--- config.mk ---
export PLATFORM = sky130hd
export DESIGN_NAME = spb_regs
export DESIGN_NICKNAME = d
export VERILOG_FILES = /design/src/include/spb_pkg.sv /design/src/rtl/spb_regs.sv
export SDC_FILE = /design/constraint.sdc
export NUM_CORES = 1
export LEC_CHECK = 0
export BUFFER_PORTS_ARGS = -buffer_cell sky130_fd_sc_hd__buf_2
export CORE_ASPECT_RATIO = 0.5
export CORE_MARGIN = 1
export CORE_UTILIZATION = 25
export CTS_CLUSTER_SIZE = 14
export DETAILED_ROUTE_END_ITERATION = 8
export HOLD_SLACK_MARGIN = 0.12
export PLACE_DENSITY = 0.56
export REMOVE_ABC_BUFFERS = 1
export SYNTH_ARGS = -nofsm -noshare
export SYNTH_HDL_FRONTEND = slang
export SYNTH_SLANG_ARGS = --single-unit
--- constraint.sdc ---
create_clock -name clk -period 3.2 [get_ports clk]
set_clock_uncertainty 0.1 [all_clocks]
set_input_delay 0.32 -clock clk [delete_from_list [all_inputs] [get_ports clk]]
set_output_delay 0.32 -clock clk [all_outputs]
set_load 0.01 [all_outputs]
--- src/include/spb_pkg.sv ---
// package for the banked serial port register file
// assumes an 8-bit register window with 3-bit offsets
package spb_pkg;

  // --------------------------------------------------------------
  // offsets within the shared window
  // --------------------------------------------------------------
  localparam logic [2:0] OFS_0 = 3'h0;          // offset 00h
  localparam logic [2:0] OFS_1 = 3'h1;          // offset 01h
  localparam logic [2:0] OFS_2 = 3'h2;          // offset 02h
  localparam logic [2:0] OFS_BANK_SELECT = 3'h3; // common selector
  localparam logic [2:0] OFS_4 = 3'h4;          // offset 04h
  localparam logic [2:0] OFS_6 = 3'h6;          // offset 06h
  localparam logic [2:0] OFS_7 = 3'h7;          // offset 07h

  // --------------------------------------------------------------
  // field positions and reset values
  // --------------------------------------------------------------
  localparam int          BANK_SELECT_ENABLE_BIT = 7;     // selector enable
  localparam logic [7:0]  RST_BYTE       = 8'h00;         // plain reset
  localparam logic [7:0]  RST_SELECTOR   = 8'h00;         // bank 0 after reset
  localparam logic [7:0]  RST_DIVISOR_LOW = 8'h01;        // divisor of one
  localparam logic [7:0]  MODULE_REVISION = 8'h5A;        // arbitrary value
  localparam logic [7:0]  MASK_FIFO_LEVEL = 8'h1F;        // five-bit count
  localparam logic [7:0]  MASK_PULSE_WIDTH = 8'h0F;       // four-bit width
  localparam logic [7:0]  MASK_FIFO_CONTROL = 8'hF7;      // bit 3 reserved
  localparam logic [7:0]  MASK_EXT_CONTROL_ONE = 8'hB1;   // writable bits
  localparam logic [7:0]  MASK_EXT_CONTROL_TWO = 8'hB0;   // writable bits
  localparam logic [7:0]  MASK_IR_CONTROL_ONE = 8'h0C;    // writable bits
  localparam logic [7:0]  MASK_IR_CONTROL_TWO = 8'h11;    // writable bits
  localparam logic [7:0]  MASK_IR_CONTROL_THREE = 8'hC0;  // writable bits
  localparam logic [7:0]  MASK_IR_CONFIG_THREE = 8'h77;   // writable bits
  localparam logic [7:0]  MASK_IR_CONFIG_FOUR = 8'hBC;    // writable bits
  localparam int          NUM_BANKS = 8;                  // banks 0 to 7

  // --------------------------------------------------------------
  // bank numbers
  // --------------------------------------------------------------
  typedef enum logic [2:0] {
    SPB_BANK0 = 3'b000,
    SPB_BANK1 = 3'b001,
    SPB_BANK2 = 3'b010,
    SPB_BANK3 = 3'b011,
    SPB_BANK4 = 3'b100,
    SPB_BANK5 = 3'b101,
    SPB_BANK6 = 3'b110,
    SPB_BANK7 = 3'b111
  } spb_bank_t;

  // register access request
  typedef struct packed {
    logic [2:0] addr;   // offset in window
    logic [7:0] wdata;  // write byte
    logic       wr;     // write strobe
    logic       rd;     // read strobe
  } spb_req_t;

  // ir control bundle exported to the ir engine
  typedef struct packed {
    logic [7:0] ir_control_one;
    logic [7:0] ir_control_two;
    logic [7:0] ir_control_three;
    logic [7:0] sir_pulse_width;
    logic [7:0] ir_config_one;
    logic [7:0] ir_config_three;
    logic [7:0] ir_config_four;
  } spb_ir_cfg_t;

endpackage

--- src/rtl/spb_regs.sv ---
// banked register file of the second serial port, banks 1 to 7 plus selector
// assumes the port datapath supplies fifo levels and read-only ir values
//
// How it works
// eight banks of eight byte registers
// banks 0-3 uart+ir, 4-7 ir only
// all banks decode offsets 00h to 07h
// bank selector at 03h in every bank
// one or two dma channels supported
// software uses one channel for ir
// bank 3 01h mirrors line control
// bank 3 02h mirrors last fifo control
// bank 2 06h transmit level, five bits
// bank 6 02h holds sir pulse width
// bank 7 00h-02h are read-only
// bit 7 clear selects bank zero
// reserved offsets read zero, ignore writes
//
// Implementation choice: strobed register access.
`timescale 1ns/100ps
`default_nettype none

module spb_regs
  import spb_pkg::*;
(
  input  wire logic              clk,              // 200 MHz register clock
  input  wire logic              rst_n,            // async reset, active low
  input  wire spb_pkg::spb_req_t req,              // host access
  input  wire logic [7:0]        fifo_control_wr,  // byte written to bank 0 fifo control
  input  wire logic              fifo_control_we,  // pulse: fifo control written
  input  wire logic [4:0]        tx_level,         // transmit fifo fill, same clock
  input  wire logic [4:0]        rx_level,         // receive fifo fill, same clock
  input  wire logic [7:0]        demod_value,      // demodulator control readback
  input  wire logic [7:0]        mod_value,        // modulator control readback
  input  wire logic [7:0]        cir_value,        // consumer ir config readback
  output logic [7:0]             rdata,            // read data, cycle after strobe
  output spb_pkg::spb_bank_t     active_bank,      // bank now selected
  output logic [7:0]             line_control,     // line control / selector byte
  output logic [15:0]            legacy_divisor,   // bank 1 divisor
  output logic [15:0]            divisor,          // bank 2 divisor
  output logic [7:0]             ext_control_one,  // extended control one
  output logic [7:0]             ext_control_two,  // extended control two
  output logic                   dual_dma,         // both dma channels in use
  output spb_pkg::spb_ir_cfg_t   ir_cfg            // ir control bundle
);
  import spb_pkg::*;

  // ------------------------------------------------------------------
  // bank decode
  // ------------------------------------------------------------------
  spb_bank_t  next_bank;      // bank from selector byte
  logic [7:0] fifo_shadow;    // last fifo control write
  logic       wr_sel;         // write to selector
  logic [NUM_BANKS-1:0] bank_hit; // one-hot bank decode

  // decode the selector byte; odd encodings fall back to bank 1
  always_comb begin
    if (!line_control[BANK_SELECT_ENABLE_BIT]) begin
      next_bank = SPB_BANK0;
    end else if (!line_control[6]) begin
      next_bank = SPB_BANK1;
    end else if (line_control[1:0] != 2'b00) begin
      next_bank = SPB_BANK1;
    end else begin
      case (line_control[5:2])
        4'b1000: next_bank = SPB_BANK2;
        4'b1001: next_bank = SPB_BANK3;
        4'b1010: next_bank = SPB_BANK4;
        4'b1011: next_bank = SPB_BANK5;
        4'b1100: next_bank = SPB_BANK6;
        4'b1101: next_bank = SPB_BANK7;
        default: next_bank = SPB_BANK1;                        // undefined code
      endcase
    end
  end

  // one-hot bank hit, one term per bank
  genvar gi;
  generate
    for (gi = 0; gi < NUM_BANKS; gi++) begin : g_hit
      assign bank_hit[gi] = (next_bank == spb_bank_t'(gi));
    end
  endgenerate

  // selector write is bank independent
  assign wr_sel = req.wr && (req.addr == OFS_BANK_SELECT);

  // ------------------------------------------------------------------
  // selector / line control
  // ------------------------------------------------------------------
  // this byte is the only one seen from every bank
  always_ff @(posedge clk or negedge rst_n) begin
    if (!rst_n) begin
      line_control <= RST_SELECTOR;
    end else if (wr_sel) begin
      line_control <= req.wdata;
    end
  end

  // registered bank output so the top drives from a flop
  always_ff @(posedge clk or negedge rst_n) begin
    if (!rst_n) begin
      active_bank <= SPB_BANK0;
    end else begin
      active_bank <= next_bank;
    end
  end

  // ------------------------------------------------------------------
  // bank 1 and bank 2 uart registers
  // ------------------------------------------------------------------
  // divisors; bank decode uses the current selector, so a write that
  // changes banks takes effect from the next access on
  always_ff @(posedge clk or negedge rst_n) begin
    if (!rst_n) begin
      legacy_divisor <= {RST_BYTE, RST_DIVISOR_LOW};
      divisor        <= {RST_BYTE, RST_DIVISOR_LOW};
    end else if (req.wr) begin
      if (bank_hit[1] && req.addr == OFS_0) begin
        legacy_divisor[7:0] <= req.wdata;
      end
      if (bank_hit[1] && req.addr == OFS_1) begin
        legacy_divisor[15:8] <= req.wdata;
      end
      if (bank_hit[2] && req.addr == OFS_0) begin
        divisor[7:0] <= req.wdata;
      end
      if (bank_hit[2] && req.addr == OFS_1) begin
        divisor[15:8] <= req.wdata;
      end
    end
  end

  // extended controls in bank 2
  always_ff @(posedge clk or negedge rst_n) begin
    if (!rst_n) begin
      ext_control_one <= RST_BYTE;
      ext_control_two <= RST_BYTE;
    end else if (req.wr && bank_hit[2]) begin
      if (req.addr == OFS_2) begin
        ext_control_one <= req.wdata & MASK_EXT_CONTROL_ONE;
      end
      if (req.addr == OFS_4) begin
        ext_control_two <= req.wdata & MASK_EXT_CONTROL_TWO;
      end
    end
  end

  // ------------------------------------------------------------------
  // fifo control shadow
  // ------------------------------------------------------------------
  // the fifo control byte is write-only, so software needs this copy
  always_ff @(posedge clk or negedge rst_n) begin
    if (!rst_n) begin
      fifo_shadow <= RST_BYTE;
    end else if (fifo_control_we) begin
      fifo_shadow <= fifo_control_wr & MASK_FIFO_CONTROL;
    end
  end

  // ------------------------------------------------------------------
  // ir control registers, banks 4 to 7
  // ------------------------------------------------------------------
  always_ff @(posedge clk or negedge rst_n) begin
    if (!rst_n) begin
      ir_cfg <= '0;
    end else if (req.wr) begin
      if (bank_hit[4] && req.addr == OFS_2) begin
        ir_cfg.ir_control_one <= req.wdata & MASK_IR_CONTROL_ONE;
      end
      if (bank_hit[5] && req.addr == OFS_4) begin
        ir_cfg.ir_control_two <= req.wdata & MASK_IR_CONTROL_TWO;
      end
      if (bank_hit[6] && req.addr == OFS_0) begin
        ir_cfg.ir_control_three <= req.wdata & MASK_IR_CONTROL_THREE;
      end
      if (bank_hit[6] && req.addr == OFS_2) begin
        ir_cfg.sir_pulse_width <= req.wdata & MASK_PULSE_WIDTH;
      end
      if (bank_hit[7] && req.addr == OFS_4) begin
        ir_cfg.ir_config_one <= req.wdata;
      end
      if (bank_hit[7] && req.addr == OFS_6) begin
        ir_cfg.ir_config_three <= req.wdata & MASK_IR_CONFIG_THREE;
      end
      if (bank_hit[7] && req.addr == OFS_7) begin
        ir_cfg.ir_config_four <= req.wdata & MASK_IR_CONFIG_FOUR;
      end
      // bank 7 offsets 00h-02h take no write at all, see
      // other offsets fall through untouched, see
    end
  end

  // dual dma when the full-duplex bit of ir control two is set;
  // software is expected to keep it clear for ir work
  always_ff @(posedge clk or negedge rst_n) begin
    if (!rst_n) begin
      dual_dma <= 1'b0;
    end else begin
      dual_dma <= ir_cfg.ir_control_two[0];
    end
  end

  // ------------------------------------------------------------------
  // read mux
  // ------------------------------------------------------------------
  logic [7:0] next_rdata;  // byte chosen this cycle

  // reserved or bank 0 datapath offsets return zero
  always_comb begin
    next_rdata = 8'h00;
    if (req.addr == OFS_BANK_SELECT) begin
      next_rdata = line_control;
    end else begin
      case (next_bank)
        SPB_BANK1: begin
          if (req.addr == OFS_0) next_rdata = legacy_divisor[7:0];
          if (req.addr == OFS_1) next_rdata = legacy_divisor[15:8];
        end
        SPB_BANK2: begin
          case (req.addr)
            OFS_0:   next_rdata = divisor[7:0];
            OFS_1:   next_rdata = divisor[15:8];
            OFS_2:   next_rdata = ext_control_one;
            OFS_4:   next_rdata = ext_control_two;
            OFS_6:   next_rdata = {3'h0, tx_level} & MASK_FIFO_LEVEL;
            OFS_7:   next_rdata = {3'h0, rx_level} & MASK_FIFO_LEVEL;
            default: next_rdata = 8'h00;
          endcase
        end
        SPB_BANK3: begin
          case (req.addr)
            OFS_0:   next_rdata = MODULE_REVISION;
            OFS_1:   next_rdata = line_control;
            OFS_2:   next_rdata = fifo_shadow;
            default: next_rdata = 8'h00;
          endcase
        end
        SPB_BANK4: begin
          if (req.addr == OFS_2) next_rdata = ir_cfg.ir_control_one;
        end
        SPB_BANK5: begin
          if (req.addr == OFS_4) next_rdata = ir_cfg.ir_control_two;
        end
        SPB_BANK6: begin
          if (req.addr == OFS_0) next_rdata = ir_cfg.ir_control_three;
          if (req.addr == OFS_2) next_rdata = ir_cfg.sir_pulse_width;
        end
        SPB_BANK7: begin
          case (req.addr)
            OFS_0:   next_rdata = demod_value;
            OFS_1:   next_rdata = mod_value;
            OFS_2:   next_rdata = cir_value;
            OFS_4:   next_rdata = ir_cfg.ir_config_one;
            OFS_6:   next_rdata = ir_cfg.ir_config_three;
            OFS_7:   next_rdata = ir_cfg.ir_config_four;
            default: next_rdata = 8'h00;
          endcase
        end
        default: next_rdata = 8'h00;                           // bank 0 lives elsewhere
      endcase
    end
  end

  // read data held only in the cycle after the strobe
  always_ff @(posedge clk or negedge rst_n) begin
    if (!rst_n) begin
      rdata <= 8'h00;
    end else if (req.rd) begin
      rdata <= next_rdata;
    end else begin
      rdata <= 8'h00;
    end
  end

endmodule // spb_regs

`default_nettype wire

==> metrics.json, run 1 <==
{
  "final.period_utilization": {"value": 0.728},
  "tns": {"value": 0, "unit": "ns"},
  "timing.critical_path.max_delay_family": {"value": "simple AND/OR/NAND/NOR gates"},
  "drive_gt1_frac": {"value": 0.444},
  "crit_path_max_fanout": {"value": 8},
  "ys_async_sr_fraction": {"value": 1.00},
  "detail_route.iter0.violations": {"value": 198},
  "p_seq_frac": {"value": 0.439},
  "ys_types": {"value": 55},
  "slew_headroom": {"value": 0.502},
  "drv.max_cap_violation_count": {"value": 0},
  "result_of_the_run": {"value": "finished clean"},
  "synth_area": {"value": 0.00512, "unit": "mm2"},
  "post-synth-top-count-cell": {"value": "dfrtp_1"},
  "number_of_global_route_vias_before_repair": {"value": 3923},
  "reg2regPathDepth": {"value": 5},
  "worst_hold_path_type": {"value": "primary input to flip-flop"},
  "yosysTopAreaCell": {"value": "dfrtp_1"},
  "detailed_place_hpwl": {"value": 12.4, "unit": "mm"},
  "critical_path_arrival": {"value": 2.46, "unit": "ns"},
  "detail_route.wirelength": {"value": 16.4, "unit": "mm"},
  "drt-vias-per-instance": {"value": 4.66},
  "synth_area_leaders": {"value": "dfrtp_1 45%, mux2_2 18%, mux2i_1 5.7%"},
  "worst_r2r_startpoint": {"value": "line_control[1]"},
  "power_density": {"value": 518, "unit": "mW/mm2"},
  "fp-row-count": {"value": 36},
  "layout.core_utilization": {"value": 0.323},
  "yosys_most_used_dff": {"value": "dfrtp_1"},
  "number_of_buffers_inserted_by_post_cts_setup_repair": {"value": 0},
  "highest_achievable_clock_rate": {"value": 0.429, "unit": "GHz"},
  "regToRegEndpoint": {"value": "legacy_divisor[5]"},
  "yosys_register_bits": {"value": 95},
  "synth.cells.most_frequent": {"value": "93 x dfrtp_1, 80 x mux2_2, 37 x buf_4, 29 x mux2i_1, 25 x nand2_1"},
  "numPlacedInstances": {"value": 836},
  "core": {"value": 0.0197, "unit": "mm2"},
  "r2r_slack": {"value": 0.87, "unit": "ns"},
  "cp.buffers_inverters": {"value": 0},
  "synth_edf_count": {"value": 0},
  "timing_hold_violations_final": {"value": 0},
  "synth_sequential_area_ratio": {"value": 0.465},
  "crit_path_top_delay_cell": {"value": "nor3_2"},
  "io-pin-count": {"value": 182},
  "critical_path.endpoint_type": {"value": "flip-flop"},
  "drt_pre_antenna_iters": {"value": 4},
  "timing.final.setup_violations": {"value": 0},
  "synth.avg_cell_area": {"value": 11.4, "unit": "um2"},
  "worstSkewPairLatency": {"value": 0.35, "unit": "ns"},
  "gp_routability_congestion": {"value": 0.870},
  "gr-total-overflow": {"value": 0},
  "clock_tree.root_cell": {"value": "clkbuf_16"},
  "number_of_clock_buffers_inserted_by_tritoncts": {"value": 9},
  "power.leakage": {"value": 0.00320, "unit": "uW"},
  "cts_buffer_depth": {"value": 2},
  "grt_pass1_wl": {"value": 24.1, "unit": "mm"},
  "yosys_warnings": {"value": 0},
  "antenna_found_initial": {"value": 0},
  "finalNonFillerCells": {"value": 860},
  "drc_errors": {"value": 0},
  "net_switching_fraction_of_the_power": {"value": 0.282},
  "die-height": {"value": 103, "unit": "um"},
  "detail-route-antenna-nets": {"value": 0},
  "power_share_of_the_clock_group": {"value": 0.367},
  "maxSlewViolCount": {"value": 0},
  "worstPathRequired": {"value": 3.33, "unit": "ns"},
  "initial_core_util": {"value": 0.259},
  "grt_max_degree": {"value": 56},
  "rsz0062_at_grt": {"value": "no"},
  "criticalPathCategory": {"value": "flip-flop to flip-flop"},
  "setup.worst_path.start": {"value": "line_control[1]"},
  "start_kind": {"value": "flip-flop"},
  "finalNetCount": {"value": 647},
  "slowest_delay": {"value": 0.57, "unit": "ns"},
  "fp.dieArea": {"value": 0.0211, "unit": "mm2"},
  "report.power.total": {"value": 3310, "unit": "uW"},
  "timing.critical_path.to": {"value": "legacy_divisor[5]"},
  "whs": {"value": 0.169, "unit": "ns"},
  "antenna_cells": {"value": 0},
  "cts_tree": {"value": "yes"},
  "die-width": {"value": 204, "unit": "um"},
  "detail_route.wl_per_cell": {"value": 19.0, "unit": "um"},
  "critical_path_depth": {"value": 5},
  "worst-slew-pin-transition": {"value": 0.746, "unit": "ns"},
  "crit_path_cell_trace": {"value": "and4bb_2 > a21oi_1 > nand2_1 > nor3_2 > mux2_2"},
  "finalWorstPathRequiredPeriod": {"value": 2.33, "unit": "ns"},
  "switching_power": {"value": 933, "unit": "uW"},
  "synth_top_area_share": {"value": 0.455},
  "syn_to_final_growth": {"value": 24.7, "unit": "%"},
  "io_buffer_count": {"value": 144},
  "peakVddDrop": {"value": 0.000327, "unit": "V"},
  "detailroute.via_count": {"value": 4005},
  "netlist_instances": {"value": 448},
  "clkSinkCount": {"value": 95},
  "gr-usage-all-layers": {"value": 0.159},
  "combPwrFrac": {"value": 0.194},
  "cts_max_level": {"value": 3},
  "clkSlewWorstSetupHoldPaths": {"value": 0.06, "unit": "ns"},
  "cellInternalPower": {"value": 2370, "unit": "uW"}
}
[sequential cells by signal (all words and copies together) (netlist names)]
name             cells
fifo_shadow          7
active_bank          3
rdata                8
divisor             16
ext_control_one      4
legacy_divisor      16
ext_control_two      3
dual_dma             1
ir_cfg              29
line_control         8
[power by group through the flow]
| stage | clock network (uW) | logic (uW) | registers (uW) |
|---|---|---|---|
| floorplan | 0 | 262 | 1500 |
| global placement | 0 | 636 | 1470 |
| detailed placement | 0 | 637 | 1480 |
| CTS | 1240 | 647 | 1460 |
| global route | 1290 | 705 | 1470 |
| finish | 1210 | 640 | 1450 |
[logic make-up after synthesis]
logic type      count (synthesis)  share of synthesized area
compound gates                 70                     0.0893
xor+xnor                        2                    0.00342
buf+inv                        70                     0.0829
flops                          95                      0.465
mux                           116                      0.255
other cells                     1                   0.000733
simple gates                   94                      0.104
[final cells by class]
class	instances	area (um2)
fill	2051	13400
multi-input combinational	318	2440
sequential	95	2380
timing repair buffer	159	868
tap	266	333
clock buffer	12	236
clock inverter	4	95.1
inverter	6	22.5
[layer usage]
layer | vias up | share of wire | track usage
li1 | 1840 | - | -
met1 | 2038 | 0.44 | 0.203
met2 | 112 | 0.50 | 0.271
met3 | 15 | 0.054 | 0.0417
met4 | 0 | 0.012 | 0.0327
met5 | - | 0 | 0
[worst min path at each step]
stage                      start              to  slack, ns  cells past startpoint
after floorplan            rst_n  active_bank[0]      -0.08                      0
after global placement     rst_n      ir_cfg[17]       0.25                      1
after detailed placement   rst_n      divisor[2]       0.25                      1
after CTS                 req[0]        rdata[6]       0.15                      3
after global routing      req[0]        rdata[7]       0.18                      3
final                     req[0]        rdata[7]       0.17                      3
[worst reg2reg max path, stage by stage (launching register included)]
cell      delay, ns
dfrtp_1        0.45
and4bb_2       0.32
a21oi_1        0.22
nand2_1        0.14
nor3_2         0.57
mux2_2         0.42
[placed cells by master, fill, tap and decap left out, types with 7 or more instances in the layout]
master | Yosys | final
buf_2 | 12 | 143
dfrtp_1 | 93 | 93
mux2_2 | 80 | 80
conb_1 | 1 | 36
mux2i_1 | 29 | 29
nand2_1 | 25 | 25
nand3_1 | 18 | 18
o21ai_0 | 15 | 15
nor2_1 | 14 | 14
a21oi_1 | 14 | 14
clkbuf_16 | 0 | 9
a31oi_1 | 8 | 8
dlygate4sd3_1 | 0 | 8
nor2b_1 | 7 | 7
buf_4 | 37 | 7
[per-stage QoR]
stage	worst slack (ns)	area [um2]
after global routing	0.692	6380
after global placement	0.710	5970
after detailed placement	0.714	5970
after CTS	0.865	6380
final	0.871	6380
after floorplan	1.14	4850
[timing repair]
item / CTS / global route
hold endpoints to repair: 46 / 0
endpoints found under the setup margin: 0 / 0
resized for setup: 0 / 0
hold buffers: 8 / 0
(Power assumes the default switching activity.)
==> run 2, diff against run 1 <==
clock period = 2.2 ns   (was 3.2 ns; I/O delays follow)
==> run 2 against run 1 <==
  * Cell area grew 3.9%
  * First-iteration DRC count grew 25%
  * Critical path type unchanged
  * Critical path depth unchanged
  * Utilization rose by 1.3 points
  * Maximum frequency grew 12%
  * Global-route usage grew 0.51 points
  * Cell count grew 4.0%
  * Power up 40%
  * Setup slack got worse by 0.75 ns
==> metrics.json, run 2 (synthesis gave the netlist of run 1 again) <==
{
  "result_of_the_run": {"value": "finished clean", "change": "unchanged"},
  "finalWorstPathRequiredPeriod": {"value": 2.08, "unit": "ns", "change": "was 2.33 ns"},
  "io-pin-count": {"value": 182, "change": "unchanged"},
  "detailroute.via_count": {"value": 4153, "change": "was 4005"},
  "dp_worst_setup_slack": {"value": 0.0418, "unit": "ns", "change": "was 0.714 ns"},
  "multi_input_area": {"value": 0.00246, "unit": "mm2", "change": "was 0.00244 mm2"},
  "power.leakage": {"value": 0.00334, "unit": "uW", "change": "was 0.00320 uW"},
  "worst_hold_startpoint": {"value": "fifo_control_we", "change": "was req[0]"},
  "worst-slew-pin-transition": {"value": 0.501, "unit": "ns", "change": "was 0.746 ns"},
  "maxSlewViolCount": {"value": 0, "change": "unchanged"},
  "clock_tree.root_cell": {"value": "clkbuf_16", "change": "unchanged"},
  "power_density": {"value": 698, "unit": "mW/mm2", "change": "was 518 mW/mm2"},
  "clkSlewWorstSetupHoldPaths": {"value": 0.07, "unit": "ns", "change": "was 0.06 ns"},
  "crit_path_max_fanout": {"value": 8, "change": "unchanged"},
  "core": {"value": 0.0197, "unit": "mm2", "change": "unchanged"},
  "grt_max_degree": {"value": 56, "change": "unchanged"},
  "timing.final.setup_violations": {"value": 0, "change": "unchanged"},
  "detail-route-antenna-nets": {"value": 0, "change": "unchanged"},
  "net_switching_fraction_of_the_power": {"value": 0.299, "change": "was 0.282"},
  "slew_headroom": {"value": 0.665, "change": "was 0.502"},
  "report.power.total": {"value": 4620, "unit": "uW", "change": "was 3310 uW"},
  "timing_hold_violations_final": {"value": 0, "change": "unchanged"},
  "power_share_of_the_clock_group": {"value": 0.321, "change": "was 0.367"},
  "switching_power": {"value": 1380, "unit": "uW", "change": "was 933 uW"},
  "fp-row-count": {"value": 36, "change": "unchanged"},
  "post_dp_cell_area": {"value": 0.00624, "unit": "mm2", "change": "was 0.00597 mm2"},
  "cts_buffer_depth": {"value": 2, "change": "unchanged"},
  "gr-usage-all-layers": {"value": 0.164, "change": "was 0.159"},
  "cellInternalPower": {"value": 3240, "unit": "uW", "change": "was 2370 uW"},
  "grt-busiest-layer": {"value": "met2", "change": "unchanged"},
  "criticalPathCategory": {"value": "flip-flop to flip-flop", "change": "unchanged"},
  "setup.worst_path.start": {"value": "line_control[1]", "change": "unchanged"},
  "clkSinkCount": {"value": 95, "change": "unchanged"},
  "die-width": {"value": 204, "unit": "um", "change": "unchanged"},
  "initial_core_util": {"value": 0.259, "change": "unchanged"},
  "layout.filler_cells": {"value": 2034, "change": "was 2051"},
  "gr-total-overflow": {"value": 0, "change": "unchanged"},
  "worst_hold_path_type": {"value": "primary input to flip-flop", "change": "unchanged"},
  "cts_tree": {"value": "yes", "change": "unchanged"},
  "start_kind": {"value": "flip-flop", "change": "unchanged"},
  "finalNetCount": {"value": 681, "change": "was 647"},
  "grt_pass1_wl": {"value": 25.1, "unit": "mm", "change": "was 24.1 mm"},
  "largest_reg_flops": {"value": 29, "change": "unchanged"},
  "antenna_found_initial": {"value": 0, "change": "unchanged"},
  "number_of_global_route_vias_before_repair": {"value": 4020, "change": "was 3923"},
  "syn_to_final_growth": {"value": 29.5, "unit": "%", "change": "was 24.7%"},
  "detail_route.iter0.violations": {"value": 247, "change": "was 198"},
  "worst_r2r_startpoint": {"value": "line_control[1]", "change": "unchanged"},
  "layout.cells.most_common_list": {"value": "143 x buf_2, 93 x dfrtp_1, 80 x mux2_2", "change": "unchanged"},
  "worstPathRequired": {"value": 2.33, "unit": "ns", "change": "was 3.33 ns"},
  "layout.core_utilization": {"value": 0.336, "change": "was 0.323"},
  "detailed_place_hpwl": {"value": 13.1, "unit": "mm", "change": "was 12.4 mm"},
  "die-height": {"value": 103, "unit": "um", "change": "unchanged"},
  "final_cell_area": {"value": 0.00663, "unit": "mm2", "change": "was 0.00638 mm2"},
  "cts_max_level": {"value": 3, "change": "unchanged"},
  "register_with_the_most_flip_flops": {"value": "ir_cfg", "change": "unchanged"},
  "drv.max_cap_violation_count": {"value": 0, "change": "unchanged"},
  "largestRegisters": {"value": "ir_cfg (29), divisor (16), legacy_divisor (16)", "change": "unchanged"},
  "area.sequential": {"value": 0.00238, "unit": "mm2", "change": "unchanged"},
  "groute.layer.met3.usage": {"value": 0.0382, "change": "was 0.0417"},
  "worstSkewPairLatency": {"value": 0.35, "unit": "ns", "change": "about the same"},
  "critical_path_arrival": {"value": 2.22, "unit": "ns", "change": "was 2.46 ns"},
  "gr-usage-met2": {"value": 0.276, "change": "was 0.271"},
  "antenna_cells": {"value": 0, "change": "unchanged"},
  "final.period_utilization": {"value": 0.947, "change": "was 0.728"},
  "gp_routability_congestion": {"value": 0.910, "change": "was 0.870"},
  "rsz0062_at_grt": {"value": "no", "change": "unchanged"},
  "drt_pre_antenna_iters": {"value": 7, "change": "was 4"},
  "fp.dieArea": {"value": 0.0211, "unit": "mm2", "change": "unchanged"},
  "groute.layer.met1.usage": {"value": 0.211, "change": "was 0.203"},
  "highest_achievable_clock_rate": {"value": 0.480, "unit": "GHz", "change": "was 0.429 GHz"},
  "setup_slack": {"value": 0.116, "unit": "ns", "change": "was 0.871 ns"},
  "tns": {"value": 0, "unit": "ns", "change": "unchanged"},
  "p_seq_frac": {"value": 0.446, "change": "was 0.439"},
  "detail_route.wl_per_cell": {"value": 19.1, "unit": "um", "change": "was 19.0 um"},
  "combPwrFrac": {"value": 0.233, "change": "was 0.194"},
  "peakVddDrop": {"value": 0.000375, "unit": "V", "change": "was 0.000327 V"},
  "layout.cells.most_common": {"value": "buf_2", "change": "unchanged"},
  "drc_errors": {"value": 0, "change": "unchanged"},
  "drt-vias-per-instance": {"value": 4.65, "change": "was 4.66"},
  "drive_gt1_frac": {"value": 0.481, "change": "was 0.444"},
  "number_of_clock_buffers_inserted_by_tritoncts": {"value": 9, "change": "unchanged"},
  "critical_path.endpoint_type": {"value": "flip-flop", "change": "unchanged"},
  "io_buffer_count": {"value": 144, "change": "unchanged"},
  "detail_route.wirelength": {"value": 17.0, "unit": "mm", "change": "was 16.4 mm"}
}
-- run 2: cell type report --
cell class	instances	area share
repair buffers	193	0.174
clock buffers	14	0.0398
well taps	266	0.0502
flip-flops and latches	95	0.359
clock inverters	2	0.00227
multi-input cells	318	0.371
inverters	6	0.00340
-- run 2: repair_timing --
action                                 4_1_cts  5_1_grt
hold buffers                                 9        0
gates resized for setup                      0        5
setup buffers                                0        0
setup endpoints to repair                    0        9
endpoints found under the hold margin      102        0
-- run 2: critical path, stage by stage (launching register included) --
cell	delay [ns]
dfrtp_1	0.38
nand4bb_4	0.29
nor2_1	0.22
and3_1	0.33
nand3_2	0.28
mux2_2	0.37
-- run 2: path summary, 6_finish.rpt --
check / to / slack (ns) / depth (start not counted)
min reg2reg: dual_dma / 0.38 / 0
max reg2reg: divisor[12] / 0.12 / 5
min in group asynchronous: ir_cfg[17] / 0.16 / 2
max in group asynchronous: divisor[0] / 1.17 / 3
min: fifo_shadow[2] / 0.15 / 2
max: divisor[12] / 0.12 / 5
-- run 2: per-layer routing --
| metal | up-vias | share of wire |
|---|---|---|
| met5 | - | 0 |
| met4 | 0 | 0.014 |
| met3 | 17 | 0.057 |
| met2 | 117 | 0.49 |
| met1 | 2115 | 0.44 |
| li1 | 1904 | - |
-- run 2: power by group through the flow --
stage	sequential, uW	combinational [uW]	clock, uW
3_3_place_gp	2090	1060	0
5_1_grt	2090	1170	1590
3_5_place_dp	2100	1060	0
6_report	2060	1080	1480
4_1_cts	2070	1080	1520
2_1_floorplan	2180	381	0
-- run 2: through the flow --
stage	std cells	hold WS, ns
floorplan	419	-0.176
global placement	869	-0.0338
detailed placement	869	-0.0324
CTS	894	0.139
global route	894	0.156
finish	894	0.145
